===== config.mk =====
export PLATFORM = sky130hd
export DESIGN_NAME = nvss_device_flat
export DESIGN_NICKNAME = d
export VERILOG_FILES = /design/src/verilog/nvss_pkg.sv /design/src/verilog/nvss_if.sv /design/src/verilog/nvss_device.sv /design/src/flat_wrapper.sv
export VERILOG_INCLUDE_DIRS = /design/src /design/src/verilog
export SDC_FILE = /design/constraint.sdc
export NUM_CORES = 1
export LEC_CHECK = 0
export ABC_AREA = 1
export BUFFER_PORTS_ARGS = -buffer_cell sky130_fd_sc_hd__buf_2
export CAP_MARGIN = 20
export CELL_PAD_IN_SITES_DETAIL_PLACEMENT = 1
export CELL_PAD_IN_SITES_GLOBAL_PLACEMENT = 1
export CORE_MARGIN = 1.5
export CORE_UTILIZATION = 41
export DETAILED_ROUTE_END_ITERATION = 6
export PLACE_DENSITY = 0.77
export SYNTH_ARGS = -nofsm -noshare
export SYNTH_HDL_FRONTEND = slang
export SYNTH_SLANG_ARGS = --single-unit
export TNS_END_PERCENT = 5

===== constraint.sdc =====
create_clock -name MCLK -period 1.6 [get_ports MCLK]
set_input_delay 0 -clock MCLK [delete_from_list [all_inputs] [get_ports MCLK]]
set_output_delay 0 -clock MCLK [all_outputs]
set_load 0.01 [all_outputs]

===== src/verilog/nvss_params.svh =====
// Timing and code constants shared by both ends of the save/restore sequencer.
// Assumes a 40 MHz MCLK on both ends.
`ifndef NVSS_PARAMS_SVH
`define NVSS_PARAMS_SVH

`define NVSS_CLK_PERIOD_PS        25000
`define NVSS_STORE_TIME_US        8000
`define NVSS_RECALL_TIME_US       600
`define NVSS_POWERUP_TIME_US      20000
`define NVSS_SOFTSEQ_TIME_US      500
`define NVSS_SLEEP_TIME_US        8000
`define NVSS_WAKE_TIME_US         20000
`define NVSS_STANDBY_TIME_US      100
`define NVSS_DELAY_TIME_PS        25000
`define NVSS_CYC_PER_US           (1000000 / `NVSS_CLK_PERIOD_PS)
`define NVSS_STORE_CYC            (`NVSS_STORE_TIME_US * `NVSS_CYC_PER_US)
`define NVSS_RECALL_CYC           (`NVSS_RECALL_TIME_US * `NVSS_CYC_PER_US)
`define NVSS_POWERUP_CYC          (`NVSS_POWERUP_TIME_US * `NVSS_CYC_PER_US)
`define NVSS_SOFTSEQ_CYC          (`NVSS_SOFTSEQ_TIME_US * `NVSS_CYC_PER_US)
`define NVSS_SLEEP_CYC            (`NVSS_SLEEP_TIME_US * `NVSS_CYC_PER_US)
`define NVSS_WAKE_CYC             (`NVSS_WAKE_TIME_US * `NVSS_CYC_PER_US)
`define NVSS_STANDBY_CYC          (`NVSS_STANDBY_TIME_US * `NVSS_CYC_PER_US)
`define NVSS_DELAY_CYC \
    ((`NVSS_DELAY_TIME_PS + `NVSS_CLK_PERIOD_PS - 1) / `NVSS_CLK_PERIOD_PS)
`define NVSS_CNT_W                24

`define NVSS_CMD_NONE             3'h0
`define NVSS_CMD_STORE            3'h1
`define NVSS_CMD_RECALL           3'h2
`define NVSS_CMD_PFS_EN           3'h3
`define NVSS_CMD_PFS_DIS          3'h4
`define NVSS_CMD_SLEEP            3'h5
`define NVSS_CMD_WAKE             3'h6

`endif


===== src/verilog/nvss_pkg.sv =====
// Types shared by both ends of the save/restore sequencer.
// Assumes nvss_params.svh holds the numeric constants.
package nvss_pkg;
    typedef enum logic [3:0] {
        NVSS_OFF      = 4'h0,
        NVSS_RESTORE  = 4'h1,
        NVSS_READY    = 4'h2,
        NVSS_GRACE    = 4'h3,
        NVSS_SAVE     = 4'h4,
        NVSS_RECALL   = 4'h5,
        NVSS_SOFTSEQ  = 4'h6,
        NVSS_SLEEPING = 4'h7,
        NVSS_ASLEEP   = 4'h8,
        NVSS_WAKING   = 4'h9,
        NVSS_PFSAVE   = 4'hA
    } nvss_dev_state_type;

    typedef enum logic [1:0] {
        NVSS_H_IDLE = 2'h0,
        NVSS_H_SEND = 2'h1,
        NVSS_H_WAIT = 2'h2
    } nvss_host_state_type;
endpackage


===== src/verilog/nvss_if.sv =====
// Link between the sequencer device end and the host controller end.
// Assumes both ends run on the same MCLK; the bench drives supply_ok.
`timescale 1ns/100ps
interface nvss_if;
    logic       cs_n;
    logic [2:0] cmd;
    logic       cmd_vld;
    logic       acc_req;
    logic       acc_wr;
    logic       acc_ok;
    logic       busy;
    logic       standby;
    logic       supply_ok;

    modport device (
        input  cs_n, cmd, cmd_vld, acc_req, acc_wr, supply_ok,
        output acc_ok, busy, standby
    );
    modport host (
        input  acc_ok, busy, standby,
        output cs_n, cmd, cmd_vld, acc_req, acc_wr
    );
endinterface


===== src/verilog/nvss_device.sv =====
// Device end: sequences save, restore, sleep, wake and standby timing.
// Assumes the host keeps its own wait counters; supply_ok is an async pin.
`timescale 1ns/100ps
`include "nvss_params.svh"

module nvss_device
    import nvss_pkg::*;
#(
    parameter int STORE_CYC   = `NVSS_STORE_CYC,
    parameter int RECALL_CYC  = `NVSS_RECALL_CYC,
    parameter int POWERUP_CYC = `NVSS_POWERUP_CYC,
    parameter int SOFTSEQ_CYC = `NVSS_SOFTSEQ_CYC,
    parameter int SLEEP_CYC   = `NVSS_SLEEP_CYC,
    parameter int WAKE_CYC    = `NVSS_WAKE_CYC,
    parameter int STANDBY_CYC = `NVSS_STANDBY_CYC
) (
    input  wire logic MCLK,
    input  wire logic RSTN,
    nvss_if.device    LINK,
    output logic      PFS_ENABLED,
    output logic      DIRTY,
    output logic      ASLEEP
);
    localparam int CW = `NVSS_CNT_W;

    nvss_dev_state_type      state_ff, nxt_state;
    nvss_dev_state_type      after_ff, nxt_after;
    logic [CW-1:0]           cnt_ff, nxt_cnt;
    logic [CW-1:0]           sb_cnt_ff, nxt_sb_cnt;
    logic                    pfs_en_ff, nxt_pfs_en;
    logic                    dirty_ff, nxt_dirty;
    logic                    standby_ff, nxt_standby;
    logic                    ok_ff, nxt_ok;
    logic [2:0]              sup_sync_ff;
    logic                    sup_ff, nxt_sup;
    logic                    sup_rise;
    logic                    sup_fall;
    logic                    acc_take;

    // Three stages; a change counts only when stages two and three agree.
    always_ff @(posedge MCLK or negedge RSTN) begin
        if (!RSTN) begin
            sup_sync_ff <= 3'h0;
        end else begin
            sup_sync_ff <= {sup_sync_ff[1:0], LINK.supply_ok};
        end
    end

    always_comb begin
        nxt_sup = sup_ff;
        if (sup_sync_ff[2] == sup_sync_ff[1]) begin
            nxt_sup = sup_sync_ff[2];
        end
    end

    assign sup_rise = nxt_sup && !sup_ff;
    assign sup_fall = !nxt_sup && sup_ff;
    // Accesses are only honoured in READY, or in the grace window.
    assign acc_take = LINK.acc_req && !LINK.cs_n && sup_ff &&
                      ((state_ff == NVSS_READY) ||
                       (state_ff == NVSS_GRACE));

    always_comb begin
        nxt_state   = state_ff;
        nxt_after   = after_ff;
        nxt_cnt     = cnt_ff;
        nxt_pfs_en  = pfs_en_ff;
        nxt_dirty   = dirty_ff;
        nxt_ok      = 1'b0;
        if (cnt_ff != '0) begin
            nxt_cnt = cnt_ff - 1'b1;
        end
        if (acc_take) begin
            nxt_ok = 1'b1;
            if (LINK.acc_wr) begin
                nxt_dirty = 1'b1;
            end
        end
        case (state_ff)
            NVSS_OFF: begin
                // Supply that came back during a power-fail save has no
                // edge left to see, so a good level restarts the part too.
                if (sup_rise || sup_ff) begin
                    nxt_state = NVSS_RESTORE;
                    nxt_cnt   = CW'(POWERUP_CYC - 1);
                end
            end
            NVSS_RESTORE, NVSS_RECALL, NVSS_SAVE, NVSS_SOFTSEQ,
            NVSS_PFSAVE: begin
                // Save and restore both mark the array clean on completion.
                if (cnt_ff == '0) begin
                    if (state_ff == NVSS_PFSAVE) begin
                        nxt_state = NVSS_OFF;
                    end else begin
                        nxt_state = NVSS_READY;
                    end
                    if (state_ff != NVSS_SOFTSEQ) begin
                        nxt_dirty = 1'b0;
                    end
                end
            end
            NVSS_READY: begin
                if (LINK.cmd_vld && LINK.cmd != `NVSS_CMD_NONE &&
                    LINK.cmd != `NVSS_CMD_WAKE) begin
                    nxt_state = NVSS_GRACE;
                    nxt_after = NVSS_READY;
                    nxt_cnt   = CW'(`NVSS_DELAY_CYC - 1);
                    case (LINK.cmd)
                        `NVSS_CMD_STORE:  nxt_after = NVSS_SAVE;
                        `NVSS_CMD_RECALL: nxt_after = NVSS_RECALL;
                        `NVSS_CMD_SLEEP:  nxt_after = NVSS_SLEEPING;
                        `NVSS_CMD_PFS_EN: begin
                            nxt_after  = NVSS_SOFTSEQ;
                            nxt_pfs_en = 1'b1;
                        end
                        `NVSS_CMD_PFS_DIS: begin
                            nxt_after  = NVSS_SOFTSEQ;
                            nxt_pfs_en = 1'b0;
                        end
                        default: nxt_after = NVSS_READY;
                    endcase
                end
            end
            NVSS_GRACE: begin
                if (cnt_ff == '0) begin
                    nxt_state = after_ff;
                    case (after_ff)
                        NVSS_SAVE:     nxt_cnt = CW'(STORE_CYC - 1);
                        NVSS_RECALL:   nxt_cnt = CW'(RECALL_CYC - 1);
                        NVSS_SOFTSEQ:  nxt_cnt = CW'(SOFTSEQ_CYC - 1);
                        NVSS_SLEEPING: nxt_cnt = CW'(SLEEP_CYC - 1);
                        NVSS_PFSAVE:   nxt_cnt = CW'(STORE_CYC - 1);
                        default:       nxt_cnt = '0;
                    endcase
                end
            end
            NVSS_SLEEPING: begin
                if (cnt_ff == '0) begin
                    nxt_state = NVSS_ASLEEP;
                end
            end
            NVSS_ASLEEP: begin
                if (LINK.cmd_vld && LINK.cmd == `NVSS_CMD_WAKE) begin
                    nxt_state = NVSS_WAKING;
                    nxt_cnt   = CW'(WAKE_CYC - 1);
                end
            end
            NVSS_WAKING: begin
                if (cnt_ff == '0) begin
                    nxt_state = NVSS_READY;
                end
            end
            default: begin
                nxt_state = NVSS_OFF;
            end
        endcase
        // Supply loss overrides everything except an idle, powered-off part.
        if (sup_fall) begin
            if (pfs_en_ff && nxt_dirty) begin
                nxt_state = NVSS_GRACE;
                nxt_after = NVSS_PFSAVE;
                nxt_cnt   = CW'(`NVSS_DELAY_CYC - 1);
            end else begin
                nxt_state = NVSS_OFF;
            end
        end else if (!sup_ff && state_ff == NVSS_GRACE &&
                     after_ff != NVSS_PFSAVE) begin
            nxt_state = NVSS_OFF;
        end
    end

    always_comb begin
        nxt_sb_cnt  = sb_cnt_ff;
        nxt_standby = standby_ff;
        if (!LINK.cs_n) begin
            nxt_sb_cnt  = CW'(STANDBY_CYC - 1);
            nxt_standby = 1'b0;
        end else if (sb_cnt_ff != '0) begin
            nxt_sb_cnt = sb_cnt_ff - 1'b1;
        end else begin
            nxt_standby = 1'b1;
        end
    end

    always_ff @(posedge MCLK or negedge RSTN) begin
        if (!RSTN) begin
            state_ff   <= NVSS_OFF;
            after_ff   <= NVSS_READY;
            cnt_ff     <= '0;
            sb_cnt_ff  <= '0;
            pfs_en_ff  <= 1'b1;
            dirty_ff   <= 1'b0;
            standby_ff <= 1'b1;
            ok_ff      <= 1'b0;
            sup_ff     <= 1'b0;
        end else begin
            state_ff   <= nxt_state;
            after_ff   <= nxt_after;
            cnt_ff     <= nxt_cnt;
            sb_cnt_ff  <= nxt_sb_cnt;
            pfs_en_ff  <= nxt_pfs_en;
            dirty_ff   <= nxt_dirty;
            standby_ff <= nxt_standby;
            ok_ff      <= nxt_ok;
            sup_ff     <= nxt_sup;
        end
    end

    assign LINK.acc_ok  = ok_ff;
    assign LINK.busy    = (state_ff != NVSS_READY);
    assign LINK.standby = standby_ff;
    assign PFS_ENABLED  = pfs_en_ff;
    assign DIRTY        = dirty_ff;
    assign ASLEEP       = (state_ff == NVSS_ASLEEP);
endmodule // nvss_device


===== src/flat_wrapper.sv =====
// flat-port wrapper written by rule: the top's interface ports become plain ports
module nvss_device_flat import nvss_pkg::*;
#(
    parameter int STORE_CYC   = `NVSS_STORE_CYC,
    parameter int RECALL_CYC  = `NVSS_RECALL_CYC,
    parameter int POWERUP_CYC = `NVSS_POWERUP_CYC,
    parameter int SOFTSEQ_CYC = `NVSS_SOFTSEQ_CYC,
    parameter int SLEEP_CYC   = `NVSS_SLEEP_CYC,
    parameter int WAKE_CYC    = `NVSS_WAKE_CYC,
    parameter int STANDBY_CYC = `NVSS_STANDBY_CYC
)
  (MCLK, RSTN, PFS_ENABLED, DIRTY, ASLEEP, LINK_cs_n, LINK_cmd, LINK_cmd_vld, LINK_acc_req, LINK_acc_wr, LINK_supply_ok, LINK_acc_ok, LINK_busy, LINK_standby);
  nvss_if LINK_i ();
  input  wire logic MCLK;
  input  wire logic RSTN;
  output logic PFS_ENABLED;
  output logic DIRTY;
  output logic ASLEEP;
  input wire logic [$bits(LINK_i.cs_n)-1:0] LINK_cs_n;
  input wire logic [$bits(LINK_i.cmd)-1:0] LINK_cmd;
  input wire logic [$bits(LINK_i.cmd_vld)-1:0] LINK_cmd_vld;
  input wire logic [$bits(LINK_i.acc_req)-1:0] LINK_acc_req;
  input wire logic [$bits(LINK_i.acc_wr)-1:0] LINK_acc_wr;
  input wire logic [$bits(LINK_i.supply_ok)-1:0] LINK_supply_ok;
  output wire logic [$bits(LINK_i.acc_ok)-1:0] LINK_acc_ok;
  output wire logic [$bits(LINK_i.busy)-1:0] LINK_busy;
  output wire logic [$bits(LINK_i.standby)-1:0] LINK_standby;
  assign LINK_i.cs_n = LINK_cs_n;
  assign LINK_i.cmd = LINK_cmd;
  assign LINK_i.cmd_vld = LINK_cmd_vld;
  assign LINK_i.acc_req = LINK_acc_req;
  assign LINK_i.acc_wr = LINK_acc_wr;
  assign LINK_i.supply_ok = LINK_supply_ok;
  assign LINK_acc_ok = LINK_i.acc_ok;
  assign LINK_busy = LINK_i.busy;
  assign LINK_standby = LINK_i.standby;
  nvss_device #(.STORE_CYC(STORE_CYC), .RECALL_CYC(RECALL_CYC), .POWERUP_CYC(POWERUP_CYC), .SOFTSEQ_CYC(SOFTSEQ_CYC), .SLEEP_CYC(SLEEP_CYC), .WAKE_CYC(WAKE_CYC), .STANDBY_CYC(STANDBY_CYC)) u_core (.MCLK(MCLK), .RSTN(RSTN), .LINK(LINK_i), .PFS_ENABLED(PFS_ENABLED), .DIRTY(DIRTY), .ASLEEP(ASLEEP));
endmodule

==> impl_metrics.json <==
{
  "die-area_sq_um": 11000,
  "yosys.area.top_type": "dfrtp_1",
  "synth_top_area_share_pct": 36.0,
  "worstPathArrival_ns": 2.02,
  "synth_edf_count": 0,
  "crit_path_end_kind": "register",
  "slew_viol_final": 0,
  "yosysUniqueCellTypes": 39,
  "rsz0062_at_grt": "yes",
  "hold_ws_ns": 0.0193,
  "tightest_slew_ns": 0.625,
  "async_flop_share_pct": 100,
  "die_w_um": 105,
  "ys_seq_area_share_pct": 37.9,
  "gr-max-usage-layer": "met2",
  "finalClockSkew_ns": 0.00797,
  "coreArea_sq_um": 9910,
  "synth-warning-count": 0,
  "crit_path_start": "u_core.cnt_ff[1]",
  "numCtsBuffers": 9,
  "r2r-start": "u_core.cnt_ff[1]",
  "clk_latency_ns": 0.36,
  "grtUsageMet2_pct": 50.8,
  "powerDensity_nw_per_um2": 1710,
  "hold_viol": 0,
  "syn_to_final_growth_pct": 37.4,
  "drtIter0Drc": 268,
  "ys_seq_elements": 64,
  "synthTopCellsByArea": "dfrtp_1, nand2_1, nor2_1, nand3_1, inv_1",
  "start_util_pct": 42.8,
  "tns_ns": -3.37,
  "final_nets": 747,
  "synth_most_common_cell": "nand2_1",
  "cts_max_level": 3,
  "clk_pin_slew_ns": 0.08,
  "met1_usage_pct": 38.2,
  "syn_inst": 607,
  "hp-start": "LINK_acc_req",
  "antenna_found_initial": 0,
  "vdd_drop_max_mv": 0.894,
  "path_class": "register to register",
  "row_count": 36,
  "viasPerCell": 5.32,
  "drc": 0,
  "cts_buffer_depth": 2,
  "cp_max_fo": 4,
  "violations": "negative setup slack",
  "via_count": 4643,
  "cp.required_ns": 1.82,
  "cts_tree": "built",
  "clkSinkCount": 64,
  "setup-violations-final": 33,
  "grt_pass1_vias": 4998,
  "finalWirelength_mm": 16.0,
  "period_share_pct": 113,
  "max_cap_violations": 0,
  "clock.fmax_ghz": 0.555,
  "syn_area_sq_um": 4240,
  "fin_ws_ns": -0.201,
  "final.min_clock_period_ns": 1.80,
  "grt_usage_pct": 29.8,
  "grt_pass1_wl_mm": 25.4,
  "wl_per_cell_um": 18.3,
  "hpwl_mm": 10.8,
  "firstDrtPassIters": 4,
  "grt_max_degree": 36,
  "ant_nets": 0,
  "cts_root_buf": "clkbuf_8",
  "synth_commonest_cells": "nand2_1, nor2_1, inv_1, dfrtp_1, nand3_1",
  "p_leak_uw": 0.00292,
  "portBuffers": 15,
  "diodes": 0,
  "min_path_type": "input port to register",
  "drive_gt1_share_pct": 37.6,
  "met3_usage_pct": 4.18,
  "status": "finished, violations left",
  "grt_overflow": 0,
  "worstSetupStartpointType": "register",
  "syn_area_per_cell_sq_um": 6.98,
  "die_height_um": 105,
  "relSlewSlack_pct": 58.3,
  "ios": 16,
  "synth_flop_cell": "dfrtp_1",
  "gp_congestion": 0.877,
  "syn_nets": 619
}
-- final cells by class --
cell class	count	area, sq um
Sequential cell	64	1610
Tap cell	133	166
Timing Repair Buffer	122	941
Inverter	72	272
Multi-Input combinational cell	466	2660
Clock buffer	13	159
Fill cell	1250	4090
Clock inverter	3	17.5
-- placed cells by master (no fill, tap or decap), types with 3 or more instances in the layout --
| master | count |
|---|---|
| a21oi_1 | 4 |
| a21oi_2 | 8 |
| buf_2 | 15 |
| buf_4 | 96 |
| clkbuf_8 | 11 |
| clkinv_2 | 3 |
| dfrtp_1 | 59 |
| dfstp_2 | 3 |
| dlygate4sd3_1 | 7 |
| inv_1 | 53 |
| inv_2 | 18 |
| nand2_1 | 137 |
| nand2_2 | 13 |
| nand2_4 | 8 |
| nand3_1 | 45 |
| nand3_2 | 6 |
| nand3_4 | 4 |
| nand4_1 | 14 |
| nor2_1 | 70 |
| nor2_2 | 53 |
| nor2_4 | 14 |
| nor3_1 | 16 |
| o21ai_0 | 12 |
| o21ai_1 | 8 |
| o21ai_2 | 4 |
| or2_2 | 6 |
| xnor2_1 | 6 |
| xor2_1 | 19 |
-- critical path, cell delays in order, from the launching register on --
cell,delay [ns]
dfrtp_1,0.39
inv_2,0.07
ha_4,0.17
nand2_4,0.08
nor2_4,0.05
nand3_4,0.09
bufbuf_16,0.27
nor2_1,0.05
nor2_1,0.37
a21oi_2,0.12
-- flip-flops by register name, summed over array words and instances, names as in the netlist --
register,flops
u_core.sup_ff,1
u_core.PFS_ENABLED,1
u_core.sup_sync_ff,3
u_core.after_ff,4
u_core.LINK.acc_ok,1
u_core.DIRTY,1
u_core.LINK.standby,1
u_core.cnt_ff,24
u_core.state_ff,4
u_core.sb_cnt_ff,24
-- where the power goes --
part / switching (uW) / leakage [uW] / total (uW) / internal, uW
Sequential: 322 / 0.000791 / 2300 / 1980
Clock: 683 / 0.0000894 / 1330 / 644
Combinational: 3840 / 0.00204 / 6330 / 2490
Total: 4840 / 0.00292 / 9960 / 5110
-- per-stage QoR --
stage,worst slack (ns),utilization (%),power [uW],cell area (sq um),instances
floorplan,-0.0158,-,5350,4270,607
global placement,-0.115,51.7,7200,5120,836
detailed placement,-0.201,51.7,7510,5120,836
CTS,-0.0806,57.2,9370,5670,869
global route,-0.329,58.8,10600,5820,873
finish,-0.201,58.8,9960,5820,873
-- cells by family after synthesis --
kind of cell               Yosys count  share of synthesized area, %
AOI/OAI and AO/OA                   43                          6.08
DFF                                 64                          37.9
xor gates and xnor gates            26                          5.37
adders and majority gates            2                         0.590
buffers and inverters               79                          7.79
and+or+nand+nor                    393                          42.3
-- final timing paths --
check	end	slack, ns	depth (start not counted)
max	u_core.cnt_ff[7]	-0.20	9
min	u_core.LINK.acc_ok	0.02	4
max reg2reg	u_core.cnt_ff[7]	-0.20	9
min reg2reg	u_core.sup_sync_ff[1]	0.36	0
max in group asynchronous	u_core.state_ff[2]	0.94	3
min in group asynchronous	u_core.LINK.standby	0.15	2
-- timing repair --
item / in CTS / in global routing
pin swaps: 19 / 17
cloned: 3 / 0
gates resized for setup: 56 / 44
setup buffers: 7 / 4
hold endpoints to repair: 67 / 0
hold buffers: 7 / 0
setup endpoints to repair: 53 / 56
-- per-layer routing --
layer	up-vias	part of all wire [%]
met4	0	3.1
met5	-	0
li1	2187	-
met2	105	50
met1	2309	43
met3	42	3.5
Power figures use the tool's default switching activity.
